File: config.mk
export PLATFORM = sky130hd
export DESIGN_NAME = ccs_config_slave
export DESIGN_NICKNAME = d
export VERILOG_FILES = /design/src/ccs_pkg.sv /design/src/ccs_config_slave.sv
export SDC_FILE = /design/constraint.sdc
export NUM_CORES = 1
export LEC_CHECK = 0
export BUFFER_PORTS_ARGS = -buffer_cell sky130_fd_sc_hd__buf_2
export CORE_UTILIZATION = 48
export CTS_CLUSTER_SIZE = 25
export DETAILED_ROUTE_END_ITERATION = 7
export MAX_ROUTING_LAYER = met4
export PLACE_DENSITY = 0.68
export SKIP_LAST_GASP = 1
export SLEW_MARGIN = 10
export SYNTH_ARGS = -nofsm -noshare
export SYNTH_HDL_FRONTEND = slang
export SYNTH_SLANG_ARGS = --single-unit
File: constraint.sdc
create_clock -name clock -period 4.09 [get_ports clock]
set_clock_uncertainty 0.05 [all_clocks]
set_input_delay 0.409 -clock clock [delete_from_list [all_inputs] [get_ports clock]]
set_output_delay 0.409 -clock clock [all_outputs]
set_load 0.005 [all_outputs]
File: src/ccs_pkg.sv
// Shared constants, state encoding and the register image of the clock config slave
package ccs_pkg;

  // ---------------------------------------------------------------------------
  // Serial link constants
  // ---------------------------------------------------------------------------
  localparam logic [5:0] SLAVE_ADDR_UPPER = 6'h37;  // Fixed upper six address bits 110111
  localparam int         NUM_REGS         = 24;     // Byte positions 0 through 23
  localparam logic [7:0] NUM_REGS_B       = 8'h18;  // Same count at pointer width
  localparam logic [3:0] BITS_PER_BYTE    = 4'h8;   // Bits shifted per byte
  localparam logic [3:0] LAST_BIT         = 4'h7;   // Count value on the last data bit
  localparam logic [3:0] FIRST_TX_BIT     = 4'h1;   // Bit 7 is already driven at load

  // ---------------------------------------------------------------------------
  // Configuration byte layout
  // ---------------------------------------------------------------------------
  localparam int NUM_SETS    = 4;   // Sets picked by the select pins
  localparam int NUM_OUTS    = 6;   // Differential outputs
  localparam int BYP_BASE    = 0;   // One byte per set, bypass in bit 0
  localparam int BYP_BIT     = 0;   // Position of the bypass flag
  localparam int OE_BASE     = 4;   // One byte per set, enables in bits 5:0
  localparam int STYLE_BASE  = 8;   // One byte per set, styles in bits 5:0
  localparam int FREQ_BASE   = 12;  // Three bytes per set, low byte first
  localparam int FREQ_BYTES  = 3;   // Bytes in one frequency word
  localparam int FREQ_W      = 24;  // Width of a frequency word

  // ---------------------------------------------------------------------------
  // APB map
  // ---------------------------------------------------------------------------
  localparam int          PADDR_W      = 12;      // Byte address width
  localparam logic [11:0] OFF_CTRL     = 12'h000; // Control word
  localparam logic [11:0] OFF_STATUS   = 12'h004; // Link status word
  localparam logic [11:0] OFF_WRCNT    = 12'h008; // Bytes written over the link
  localparam logic [11:0] OFF_REGWIN   = 12'h100; // Window onto the 24 bytes
  localparam logic [11:0] OFF_REGEND   = 12'h160; // First address past the window
  localparam int          CTRL_EN_BIT  = 0;       // Link enable bit
  localparam int          ST_BUSY_BIT  = 0;       // Transfer in progress
  localparam int          ST_RW_BIT    = 1;       // Direction of current transfer
  localparam int          ST_PTR_LSB   = 8;       // Pointer field
  localparam int          ST_SEL_LSB   = 16;      // Active set field
  localparam logic        CTRL_EN_RST  = 1'b1;    // Link answers after reset

  // ---------------------------------------------------------------------------
  // Link state machine, one-hot
  // ---------------------------------------------------------------------------
  typedef enum logic [9:0] {
    ST_IDLE      = 10'h001,
    ST_ADDR      = 10'h002,
    ST_ADDR_ACK  = 10'h004,
    ST_PTR       = 10'h008,
    ST_PTR_ACK   = 10'h010,
    ST_WDATA     = 10'h020,
    ST_WDATA_ACK = 10'h040,
    ST_RDATA     = 10'h080,
    ST_RACK      = 10'h100,
    ST_IGNORE    = 10'h200
  } ccs_state_t;

  // All state of the block
  typedef struct packed {
    logic [1:0]            scl_sync;   // Clock pin synchroniser
    logic [1:0]            sda_sync;   // Data pin synchroniser
    logic [1:0]            asel_sync;  // Address select synchroniser
    logic [1:0]            sel0_sync;  // Set select bit 0 synchroniser
    logic [1:0]            sel1_sync;  // Set select bit 1 synchroniser
    logic                  scl_prev;   // Last synced clock level
    logic                  sda_prev;   // Last synced data level
    ccs_state_t            state;      // Link phase
    logic [7:0]            shreg;      // Receive shifter
    logic [3:0]            bitcnt;     // Bits in the current byte
    logic                  byte_done;  // Eight bits taken, wait for clock fall
    logic                  rw;         // Read direction latched from address
    logic [7:0]            ptr;        // Register pointer
    logic [7:0]            txbyte;     // Transmit shifter
    logic                  sda_oe;     // Pull data line low
    logic [NUM_REGS*8-1:0] regs;       // Configuration bytes
    logic                  enable;     // Link enable from software
    logic [15:0]           wrcnt;      // Link write counter
    logic [31:0]           prdata;     // APB read data
    logic                  pslverr;    // APB error for the access phase
    logic [NUM_OUTS-1:0]   out_en;     // Active output enables
    logic [NUM_OUTS-1:0]   out_style;  // Active output styles
    logic                  bypass;     // Active bypass flag
    logic [FREQ_W-1:0]     freq;       // Active frequency word
  } ccs_regs_t;

endpackage

File: src/ccs_config_slave.sv
// Serial configuration slave of the clock generator with an APB side door
`timescale 1ns/1ps

// How it works
// Answer at 110111 plus address-select pin
// Slave only: never drives clock, starts, stops
// Every configuration byte readable and writable
// Block reads and writes of consecutive bytes
// First written byte sets register pointer
// Pointer steps by one after each byte
// All bytes shifted most significant first
// Stop after any whole byte, partial dropped
// Master should stop after byte 23
// Block write acks address, pointer, data
// Block read via repeated start, master acks
// Select pins pick one of four sets
// Frequency follows select pins or writes
// Output style and state changeable by writes
// Enable bit 0 tristates, 1 activates output
// Style bit 1 LVDS, 0 LVPECL
// Bypass bit 1 skips PLL, 0 uses it
// Foreign address: no ack, ignore transfer
module ccs_config_slave #(
  parameter logic [ccs_pkg::NUM_REGS*8-1:0] DEFAULT_REGS = 192'h0  // Power-up byte image
) (
  input  wire logic                                 clock,
  input  wire logic                                 srst,
  input  wire logic                                 scl_in,
  input  wire logic                                 serial_data_pin_in,
  output logic                                      serial_data_pin_out,
  output logic                                      serial_data_pin_oe,
  input  wire logic                                 addr_sel,
  input  wire logic [1:0]                           config_set_select,
  output logic [ccs_pkg::NUM_OUTS-1:0]              output_enable_bit,
  output logic [ccs_pkg::NUM_OUTS-1:0]              output_style_bit,
  output logic                                      pll_bypass_bit,
  output logic [ccs_pkg::FREQ_W-1:0]                freq_word,
  input  wire logic                                 psel,
  input  wire logic                                 penable,
  input  wire logic                                 pwrite,
  input  wire logic [ccs_pkg::PADDR_W-1:0]          paddr,
  input  wire logic [31:0]                          pwdata,
  output logic [31:0]                               prdata,
  output logic                                      pready,
  output logic                                      pslverr
);

  // ---------------------------------------------------------------------------
  // Helpers
  // ---------------------------------------------------------------------------

  // Byte at a pointer; positions past the last read as zero
  function automatic logic [7:0] rd_byte(input logic [ccs_pkg::NUM_REGS*8-1:0] img,
                                         input logic [7:0] p);
    logic [7:0] v;
    v = 8'h00;
    if (p < ccs_pkg::NUM_REGS_B) begin
      v = img[p*8 +: 8];
    end
    return v;
  endfunction

  // True when the APB address is word-aligned and falls inside the byte window
  function automatic logic in_window(input logic [ccs_pkg::PADDR_W-1:0] a);
    return (a >= ccs_pkg::OFF_REGWIN) && (a < ccs_pkg::OFF_REGEND) && (a[1:0] == 2'h0);
  endfunction

  // Byte index for a window address
  function automatic logic [7:0] win_index(input logic [ccs_pkg::PADDR_W-1:0] a);
    logic [ccs_pkg::PADDR_W-1:0] d;
    d = a - ccs_pkg::OFF_REGWIN;
    return d[9:2];
  endfunction

  // True for any address that answers without error
  function automatic logic is_mapped(input logic [ccs_pkg::PADDR_W-1:0] a);
    return (a == ccs_pkg::OFF_CTRL) || (a == ccs_pkg::OFF_STATUS) ||
           (a == ccs_pkg::OFF_WRCNT) || in_window(a);
  endfunction

  // ---------------------------------------------------------------------------
  // State
  // ---------------------------------------------------------------------------
  ccs_pkg::ccs_regs_t r_reg;   // Registered state
  ccs_pkg::ccs_regs_t r_next;  // Next state

  // Synced pin levels, taken from second flops only
  logic scl_s;        // Clock level
  logic sda_s;        // Data level
  logic scl_rise;     // Clock rising edge seen
  logic scl_fall;     // Clock falling edge seen
  logic bus_start;    // Start or repeated start
  logic bus_stop;     // Stop condition
  logic [1:0] sel_s;  // Synced set select

  assign scl_s     = r_reg.scl_sync[1];
  assign sda_s     = r_reg.sda_sync[1];
  assign sel_s     = {r_reg.sel1_sync[1], r_reg.sel0_sync[1]};
  assign scl_rise  = scl_s & ~r_reg.scl_prev;
  assign scl_fall  = ~scl_s & r_reg.scl_prev;
  // Data moving while clock stays high marks a frame edge
  assign bus_start = scl_s & r_reg.scl_prev & ~sda_s & r_reg.sda_prev;
  assign bus_stop  = scl_s & r_reg.scl_prev & sda_s & ~r_reg.sda_prev;

  // ---------------------------------------------------------------------------
  // Next-state logic
  // ---------------------------------------------------------------------------

  // One process computes every next value; link writes come last and win
  always_comb begin
    logic [7:0] wi;
    logic [7:0] nb;
    logic       shifting;
    wi       = 8'h00;
    nb       = 8'h00;
    shifting = 1'b0;
    r_next   = r_reg;

    // Two flops per pin; the first is read only by the second
    r_next.scl_sync  = {r_reg.scl_sync[0], scl_in};
    r_next.sda_sync  = {r_reg.sda_sync[0], serial_data_pin_in};
    r_next.asel_sync = {r_reg.asel_sync[0], addr_sel};
    r_next.sel0_sync = {r_reg.sel0_sync[0], config_set_select[0]};
    r_next.sel1_sync = {r_reg.sel1_sync[0], config_set_select[1]};
    r_next.scl_prev  = scl_s;
    r_next.sda_prev  = sda_s;

    // APB setup phase: latch read data and error for the access phase
    if (psel && !penable) begin
      r_next.prdata  = 32'h0000_0000;
      r_next.pslverr = ~is_mapped(paddr);
      if (paddr == ccs_pkg::OFF_CTRL) begin
        r_next.prdata[ccs_pkg::CTRL_EN_BIT] = r_reg.enable;
      end else if (paddr == ccs_pkg::OFF_STATUS) begin
        r_next.prdata[ccs_pkg::ST_BUSY_BIT]        = (r_reg.state != ccs_pkg::ST_IDLE);
        r_next.prdata[ccs_pkg::ST_RW_BIT]          = r_reg.rw;
        r_next.prdata[ccs_pkg::ST_PTR_LSB +: 8]    = r_reg.ptr;
        r_next.prdata[ccs_pkg::ST_SEL_LSB +: 2]    = sel_s;
      end else if (paddr == ccs_pkg::OFF_WRCNT) begin
        r_next.prdata[15:0] = r_reg.wrcnt;
      end else if (in_window(paddr)) begin
        r_next.prdata[7:0] = rd_byte(r_reg.regs, win_index(paddr));
      end
    end

    // APB access phase write; read-only words ignore writes
    if (psel && penable && pwrite) begin
      if (paddr == ccs_pkg::OFF_CTRL) begin
        r_next.enable = pwdata[ccs_pkg::CTRL_EN_BIT];
      end else if (in_window(paddr)) begin
        wi = win_index(paddr);
        r_next.regs[wi*8 +: 8] = pwdata[7:0];
      end
    end

    // Receive shifting in address, pointer and write data phases
    shifting = (r_reg.state == ccs_pkg::ST_ADDR) || (r_reg.state == ccs_pkg::ST_PTR) ||
               (r_reg.state == ccs_pkg::ST_WDATA);
    if (shifting && scl_rise && !r_reg.byte_done) begin
      r_next.shreg  = {r_reg.shreg[6:0], sda_s};
      r_next.bitcnt = r_reg.bitcnt + 4'h1;
      if (r_reg.bitcnt == ccs_pkg::LAST_BIT) begin
        r_next.byte_done = 1'b1;
      end
    end

    // Frame edges override any phase; a cut byte is simply dropped
    if (bus_start) begin
      r_next.state     = ccs_pkg::ST_ADDR;
      r_next.bitcnt    = 4'h0;
      r_next.byte_done = 1'b0;
      r_next.sda_oe    = 1'b0;
    end else if (bus_stop) begin
      r_next.state     = ccs_pkg::ST_IDLE;
      r_next.bitcnt    = 4'h0;
      r_next.byte_done = 1'b0;
      r_next.sda_oe    = 1'b0;
    end else begin
      case (r_reg.state)
        // Waiting for a start
        ccs_pkg::ST_IDLE: begin
          r_next.sda_oe = 1'b0;
        end
        // Address byte, compared once all eight bits are in
        ccs_pkg::ST_ADDR: begin
          if (scl_fall && r_reg.byte_done) begin
            r_next.byte_done = 1'b0;
            r_next.bitcnt    = 4'h0;
            if (r_reg.enable &&
                r_reg.shreg[7:1] == {ccs_pkg::SLAVE_ADDR_UPPER, r_reg.asel_sync[1]}) begin
              r_next.rw     = r_reg.shreg[0];
              r_next.sda_oe = 1'b1;
              r_next.state  = ccs_pkg::ST_ADDR_ACK;
            end else begin
              r_next.state  = ccs_pkg::ST_IGNORE;
            end
          end
        end
        // Address ack; on read the first data bit goes out here
        ccs_pkg::ST_ADDR_ACK: begin
          if (scl_fall) begin
            if (r_reg.rw) begin
              nb             = rd_byte(r_reg.regs, r_reg.ptr);
              r_next.txbyte  = nb;
              r_next.sda_oe  = ~nb[7];
              r_next.bitcnt  = ccs_pkg::FIRST_TX_BIT;
              r_next.state   = ccs_pkg::ST_RDATA;
            end else begin
              r_next.sda_oe  = 1'b0;
              r_next.state   = ccs_pkg::ST_PTR;
            end
          end
        end
        // Pointer byte
        ccs_pkg::ST_PTR: begin
          if (scl_fall && r_reg.byte_done) begin
            r_next.ptr       = r_reg.shreg;
            r_next.byte_done = 1'b0;
            r_next.bitcnt    = 4'h0;
            r_next.sda_oe    = 1'b1;
            r_next.state     = ccs_pkg::ST_PTR_ACK;
          end
        end
        // Pointer ack
        ccs_pkg::ST_PTR_ACK: begin
          if (scl_fall) begin
            r_next.sda_oe = 1'b0;
            r_next.state  = ccs_pkg::ST_WDATA;
          end
        end
        // Write data; only a whole byte reaches the image
        ccs_pkg::ST_WDATA: begin
          if (scl_fall && r_reg.byte_done) begin
            if (r_reg.ptr < ccs_pkg::NUM_REGS_B) begin
              r_next.regs[r_reg.ptr*8 +: 8] = r_reg.shreg;
            end
            r_next.wrcnt     = r_reg.wrcnt + 16'h0001;
            r_next.ptr       = r_reg.ptr + 8'h01;
            r_next.byte_done = 1'b0;
            r_next.bitcnt    = 4'h0;
            r_next.sda_oe    = 1'b1;
            r_next.state     = ccs_pkg::ST_WDATA_ACK;
          end
        end
        // Data ack, then back for the next byte
        ccs_pkg::ST_WDATA_ACK: begin
          if (scl_fall) begin
            r_next.sda_oe = 1'b0;
            r_next.state  = ccs_pkg::ST_WDATA;
          end
        end
        // Read data, one bit per clock fall, released after bit 0
        ccs_pkg::ST_RDATA: begin
          if (scl_fall) begin
            if (r_reg.bitcnt == ccs_pkg::BITS_PER_BYTE) begin
              r_next.sda_oe = 1'b0;
              r_next.state  = ccs_pkg::ST_RACK;
            end else begin
              r_next.sda_oe = ~r_reg.txbyte[6];
              r_next.txbyte = {r_reg.txbyte[6:0], 1'b0};
              r_next.bitcnt = r_reg.bitcnt + 4'h1;
            end
          end
        end
        // Master ack slot: ack continues the block, nack ends it
        ccs_pkg::ST_RACK: begin
          if (scl_rise) begin
            r_next.ptr = r_reg.ptr + 8'h01;
            if (sda_s) begin
              r_next.state = ccs_pkg::ST_IGNORE;
            end else begin
              r_next.byte_done = 1'b1;
            end
          end else if (scl_fall && r_reg.byte_done) begin
            nb               = rd_byte(r_reg.regs, r_reg.ptr);
            r_next.txbyte    = nb;
            r_next.sda_oe    = ~nb[7];
            r_next.bitcnt    = ccs_pkg::FIRST_TX_BIT;
            r_next.byte_done = 1'b0;
            r_next.state     = ccs_pkg::ST_RDATA;
          end
        end
        // Not addressed or done: stay off the line until a frame edge
        ccs_pkg::ST_IGNORE: begin
          r_next.sda_oe = 1'b0;
        end
        default: begin
          r_next.state  = ccs_pkg::ST_IDLE;
          r_next.sda_oe = 1'b0;
        end
      endcase
    end

    // Active set drives the outputs
    r_next.bypass    = r_reg.regs[(ccs_pkg::BYP_BASE + sel_s)*8 + ccs_pkg::BYP_BIT];
    r_next.out_en    = r_reg.regs[(ccs_pkg::OE_BASE + sel_s)*8 +: ccs_pkg::NUM_OUTS];
    r_next.out_style = r_reg.regs[(ccs_pkg::STYLE_BASE + sel_s)*8 +: ccs_pkg::NUM_OUTS];
    r_next.freq      = r_reg.regs[(ccs_pkg::FREQ_BASE + ccs_pkg::FREQ_BYTES*sel_s)*8 +:
                                  ccs_pkg::FREQ_W];
  end

  // ---------------------------------------------------------------------------
  // State register
  // ---------------------------------------------------------------------------

  // Synchronous reset loads the power-up image and an idle link
  always_ff @(posedge clock) begin
    if (srst) begin
      r_reg           <= '0;
      r_reg.scl_sync  <= 2'h3;  // Lines idle high, no false start
      r_reg.sda_sync  <= 2'h3;
      r_reg.scl_prev  <= 1'b1;
      r_reg.sda_prev  <= 1'b1;
      r_reg.state     <= ccs_pkg::ST_IDLE;
      r_reg.ptr       <= 8'h00;
      r_reg.regs      <= DEFAULT_REGS;
      r_reg.enable    <= ccs_pkg::CTRL_EN_RST;
    end else begin
      r_reg <= r_next;
    end
  end

  // ---------------------------------------------------------------------------
  // Outputs
  // ---------------------------------------------------------------------------
  // Open drain: only ever pulls low; clock pin is input only
  assign serial_data_pin_out = 1'b0;
  assign serial_data_pin_oe  = r_reg.sda_oe;
  assign output_enable_bit   = r_reg.out_en;
  assign output_style_bit    = r_reg.out_style;
  assign pll_bypass_bit      = r_reg.bypass;
  assign freq_word           = r_reg.freq;
  assign prdata              = r_reg.prdata;
  assign pslverr             = r_reg.pslverr & psel & penable;
  // Every access completes in its first access cycle
  assign pready              = 1'b1;

endmodule

# After elaboration in Yosys (flattened, before gate mapping)
# Index checks and enable logic that the tools add are counted.
dict set report totals {
  in_bits 54
  latch_bits 0
  mem_bits_rw 0
  rom_bits 0
  output_inout_bits 73
  regBits 317
  wordCells 224
  memories 0
}
dict set report classes {
  n_reduce_logical 32
  shift 9
  div_mod_pow 0
  muxes 82
  eq_ne 41
  n_lt_le_gt_ge 5
  add_sub_neg 9
  multipliers 1
  n_bitwise 20
}
# op count
set op_table {}
lappend op_table {{two-way mux 192 bit} 6}
lappend op_table {{two-way mux 193 bit} 2}
lappend op_table {{bitwise mux 192 bit} 2}
lappend op_table {{variable shift 8 x 34 -> 192 bit (first input constant)} 2}
lappend op_table {{indexed part select 192 x 12 -> 8 bit} 2}
lappend op_table {{indexed part select 8 x 34 -> 192 bit} 2}
lappend op_table {{two-way mux 8 bit} 24}
lappend op_table {{indexed part select 192 x 8 -> 6 bit} 1}
lappend op_table {{indexed part select 192 x 9 -> 24 bit} 1}
lappend op_table {{indexed part select 192 x 9 -> 6 bit} 1}
lappend op_table {{two-way mux 10 bit} 11}
lappend op_table {{one-hot mux 10 bit (8 select lines)} 1}
lappend op_table {{negator 11 -> 34 bit} 2}
lappend op_table {{one-hot mux 8 bit (3 select lines)} 1}
lappend op_table {{one-hot mux 7 bit (3 select lines)} 1}
lappend op_table {{two-way mux 4 bit} 5}
lappend op_table {{one-hot mux 4 bit (5 select lines)} 1}
lappend op_table {{AND reduction 10 bit} 2}
lappend op_table {{AND reduction 9 bit} 2}
lappend op_table {{two-way mux 17 bit} 1}
lappend op_table {{adder 16 x 1 -> 16 bit (second input constant)} 1}
lappend op_table {{< comparator 8 x 5 -> 1 bit (second input constant)} 2}
lappend op_table {{inequality test 2 bit (second input constant)} 8}
lappend op_table {{two-way mux 5 bit} 3}
lappend op_table {{other kinds (54)} 115}

# Logic depth before layout (Yosys ltp)
dict set report depth {
  depth_word 13
  mapped_depth 15
  depth_no_buf 10
}

# Least setup slack after synthesis
# Ideal clock, no wire load.
dict set report synth_timing {
  path_type {input to register}
  startpoint {input port paddr[3] in the netlist's numbering}
  endpoint {register r_reg[199] in the netlist's numbering}
  required_time_ns 3.912
  t_arrival_ns 4.133
  setup_time_ns 0.128
  path_buffers 5
  slack_ns -0.221
  cell_stages 13
  path_cell_list {buf_2 > buf_1 > clkbuf_1 > buf_1 > inv_1 > ha_1 > clkbuf_1 > xor2_1 > o2111ai_1 > nor3_2 > mux2_2 > mux2i_1 > nor2_1}
}
dict set report synth_between {
  elab_chain_cells 13
  elab_cells_between_ends 19
  cone_classes {add/sub (2); order compare (2); shift (2); mux (10); reduce/logical (3)}
}
# element line
set synth_rtl {}
lappend synth_rtl {{start, declared} ccs_config_slave.sv:41} ;# input wire logic [ccs_pkg::PADDR_W-1:0] paddr,
lappend synth_rtl {{subtractor 10 x 9 -> 10 bit} ccs_config_slave.sv:71} ;# d = a - ccs_pkg::OFF_REGWIN;
lappend synth_rtl {{negator 11 -> 34 bit} ccs_config_slave.sv:152} ;# r_next.regs[wi*8 +: 8] = pwdata[7:0];
lappend synth_rtl {{indexed part select 8 x 34 -> 192 bit or variable shift 8 x 34 -> 192 bit (tied branches)} ccs_config_slave.sv:152}
lappend synth_rtl {{bitwise mux 192 bit} ccs_config_slave.sv:152}
lappend synth_rtl {{two-way mux 192 bit} ccs_config_slave.sv:150} ;# end else if (in_window(paddr)) begin
lappend synth_rtl {{two-way mux 192 bit (*)} ccs_config_slave.sv:148} ;# if (paddr == ccs_pkg::OFF_CTRL) begin
lappend synth_rtl {{two-way mux 193 bit (*)} ccs_config_slave.sv:147} ;# if (psel && penable && pwrite) begin
lappend synth_rtl {{bitwise mux 192 bit} ccs_config_slave.sv:235} ;# r_next.regs[r_reg.ptr*8 +: 8] = r_reg.shreg;
lappend synth_rtl {{two-way mux 192 bit} ccs_config_slave.sv:234} ;# if (r_reg.ptr < ccs_pkg::NUM_REGS_B) begin
lappend synth_rtl {{two-way mux 193 bit} ccs_config_slave.sv:233} ;# if (scl_fall && r_reg.byte_done) begin
lappend synth_rtl {{two-way mux 192 bit} ccs_config_slave.sv:179} ;# case (r_reg.state)
lappend synth_rtl {{two-way mux 192 bit} ccs_config_slave.sv:173} ;# end else if (bus_stop) begin
lappend synth_rtl {{two-way mux 192 bit (*)} ccs_config_slave.sv:168} ;# if (bus_start) begin
lappend synth_rtl {{end signal, assigned} ccs_config_slave.sv:319} ;# r_reg <= r_next;
lappend synth_rtl {{end, declared} ccs_config_slave.sv:84} ;# ccs_pkg::ccs_regs_t r_reg;
# Every way passes the cells marked *; elsewhere a longest branch is shown, timed or not. The select of a mux whose other input is x is not followed.
# A chain may end at the register's enable or synchronous reset.

# Worst setup path after layout
dict set report layout_timing {
  startpoint {register r_reg[288] in the netlist's numbering}
  endpoint {register r_reg[237] in the netlist's numbering}
}
dict set report layout_between {
  elab_chain_cells 8
  elab_cells_between_ends 10
  cone_classes {add/sub (1); order compare (1); shift (2); mux (6)}
}
# element line
set layout_rtl {}
lappend layout_rtl {{negator 11 -> 34 bit} ccs_config_slave.sv:235}
lappend layout_rtl {{indexed part select 8 x 34 -> 192 bit or variable shift 8 x 34 -> 192 bit (tied branches)} ccs_config_slave.sv:235}
lappend layout_rtl {{bitwise mux 192 bit} ccs_config_slave.sv:235}
lappend layout_rtl {{two-way mux 192 bit (*)} ccs_config_slave.sv:234}
lappend layout_rtl {{two-way mux 193 bit (*)} ccs_config_slave.sv:233}
lappend layout_rtl {{two-way mux 192 bit (*)} ccs_config_slave.sv:179}
lappend layout_rtl {{two-way mux 192 bit (*)} ccs_config_slave.sv:173}
lappend layout_rtl {{two-way mux 192 bit (*)} ccs_config_slave.sv:168}
# Marked as above.

==> qor.yml <==
r2r_start: "r_reg[288]"
slew_headroom: 0.1885
largest_reg_flops: 254
clkLatencyLatePin_ps: 570
firstDrtPassIters: 6
clk_path_buf_depth: 3
synth_area_um2: 20490
vias_per_cell: 7.118
syn_avg_cell_area_um2: 9.483
cts_max_level: 2
path_class: "reg -> reg"
final_common_cell: "dfxtp_1"
multiInputGateArea_um2: 12940
clock-sinks: 317
status: "completed"
finalCritPeriodShare: 0.9524
whs_ps: 10.38
path_max_fanout: 7
grt_max_degree: 92
tns_ps: 0
hold_path.class: "in -> reg"
nets: 2249
reg2reg_depth: 11
dieArea_um2: 43520
holdPathStages: 2
grt_pass1_vias: 18120
max_cap_viol_count: 0
portBuffers: 86
rsz0062_at_grt: "false"
synth_area_leaders: "dfxtp_1 31%, mux4_2 15%, a211oi_1 4.8%, mux2i_1 4.6%, mux2_2 4.0%"
place_area_um2: 21390
syn_inst: 2161
ant_nets: 0
dr.first_iter.drc_count: 2945
seq_area_frac_synth: 0.3097
regArea_um2: 6355
finalCoreUtilization: 0.5420
holdCritStartpoint: "config_set_select[1]"
worstSetupStartpoint: "r_reg[288]"
setup_viol: 0
grt.overflow.total: 0
fmax_mhz: 256.7
ys_types: 86
synth_top_area_frac: 0.3097
cts_tree: "yes"
antenna_found_initial: 5
clk_pin_slew_ps: 60
tightest_slew_ps: 1210
post-place-ws_ps: 254.7
ir_drop_mv: 0.2263
finalHoldViolCount: 0
grtUsageTotal: 0.3955
worst_slack_ps: 194.9
wl_per_cell_um: 30.62
rows: 75
coreArea_um2: 42040
vias: 19600
final_cell_count_no_fill: 2753
grt_pass1_wl_um: 123100
async_flop_share: 0
start_util: 0.4875
io-pin-count: 127
arrival_ps: 4260
slew_violations: 0
p_leak_nw: 7.957
total_power_mw: 7.395
syn_to_final_growth_pct: 11.18
min_period_ps: 3895
drive_gt1_frac: 0.2545
synth_edf_count: 0
gp_congestion: 1.048
synth_ff_type: "dfxtp_1"
final_cell_mix: "312 x dfxtp_1, 184 x nor2_1, 138 x mux4_2"
start_kind: "register"
powerDensity_nw_per_um2: 324.6
root_buffer: "clkbuf_16"
synth_seq_cells: 317
die_h_um: 208.6
critPathRequiredTime_ps: 4450
dpl.hpwl_um: 62230
cts_inserted_buffers: 38
routed_wirelength_um: 84290
die_width_um: 208.6
yosys.area.top_type: "dfxtp_1"
yosysWarnings: 0
drc: 0
dp_cells: 2675
postLayoutCellArea_um2: 22780
fill_cells: 3778
crit_path_end_kind: "register"
## report_power, final
part | internal (mW) | leakage, nW | switching, mW
combinational | 0.189 | 4.76 | 0.480
clock | 2.14 | 0.643 | 1.44
sequential | 3.11 | 2.56 | 0.0373
total | 5.44 | 7.96 | 1.96
## what timing repair did
item                       CTS  global route
hold buffers                 4             0
hold endpoints to repair     4             0
setup buffers                0             3
setup endpoints to repair    0            25
gates resized for setup      0             1
## synth_stat cells (all sizes together), types with 22 or more instances
master    n
clkbuf  114
nand2b   22
nor2    186
nor2b   101
or3      30
buf     126
mux2i    94
a21oi    76
nand4    27
nand2   127
o21ai    61
and3     40
dfxtp   317
a211oi  133
mux4    138
mux2     73
nand3    70
nor4     23
inv      31
nor3     70
## cell type report
type                    count  area share
inverters                  32    0.005272
well taps                 539     0.02960
clock buffers              54     0.05014
clock inverters            15    0.007249
flip-flops and latches    317      0.2789
multi-input cells        1586      0.5680
diodes                      2   0.0002197
repair buffers            208     0.06063
## critical path, cell delays in order (launching register included)
cell and delay [ps]:
dfxtp_4 340, or4_1 560, nor4_1 230, ha_1 200
nor3b_1 230, a21boi_0 360, o2111ai_1 320, a2111oi_4 560
buf_4 250, nand2_1 70, nand2_1 380, o221ai_1 200
## path summary, 6_finish.rpt
check / end / slack [ps]
setup / recovery: r_reg[237] / 190
hold / removal: r_next[323] / 10
setup reg to reg: r_reg[237] / 190
hold reg to reg: r_next[320] / 350
## routing by layer
layer,GRT usage,share of wire,wire [µm],up-vias
met2,0.5552,0.42,35180,1587
met1,0.5124,0.38,31630,9518
met4,0.2355,0.071,5966,0
met3,0.1002,0.14,11510,315
li1,-,-,-,8176
met5,-,0,0,-
## cells by family (layout without fill, tap and decap cells)
family,Yosys count,in the layout,share of synthesized area
AND/OR/NAND/NOR,778,778,0.2116
buffers and inverters,272,309,0.06514
AO/OA/AOI/OAI,449,449,0.1571
flip-flops,317,317,0.3097
XOR/XNOR,26,26,0.01111
multiplexers,305,305,0.2377
other,2,18,0.0003665
adder cells (fa/ha/maj),12,12,0.007326
Note: power is estimated with default switching activity, not from simulation.
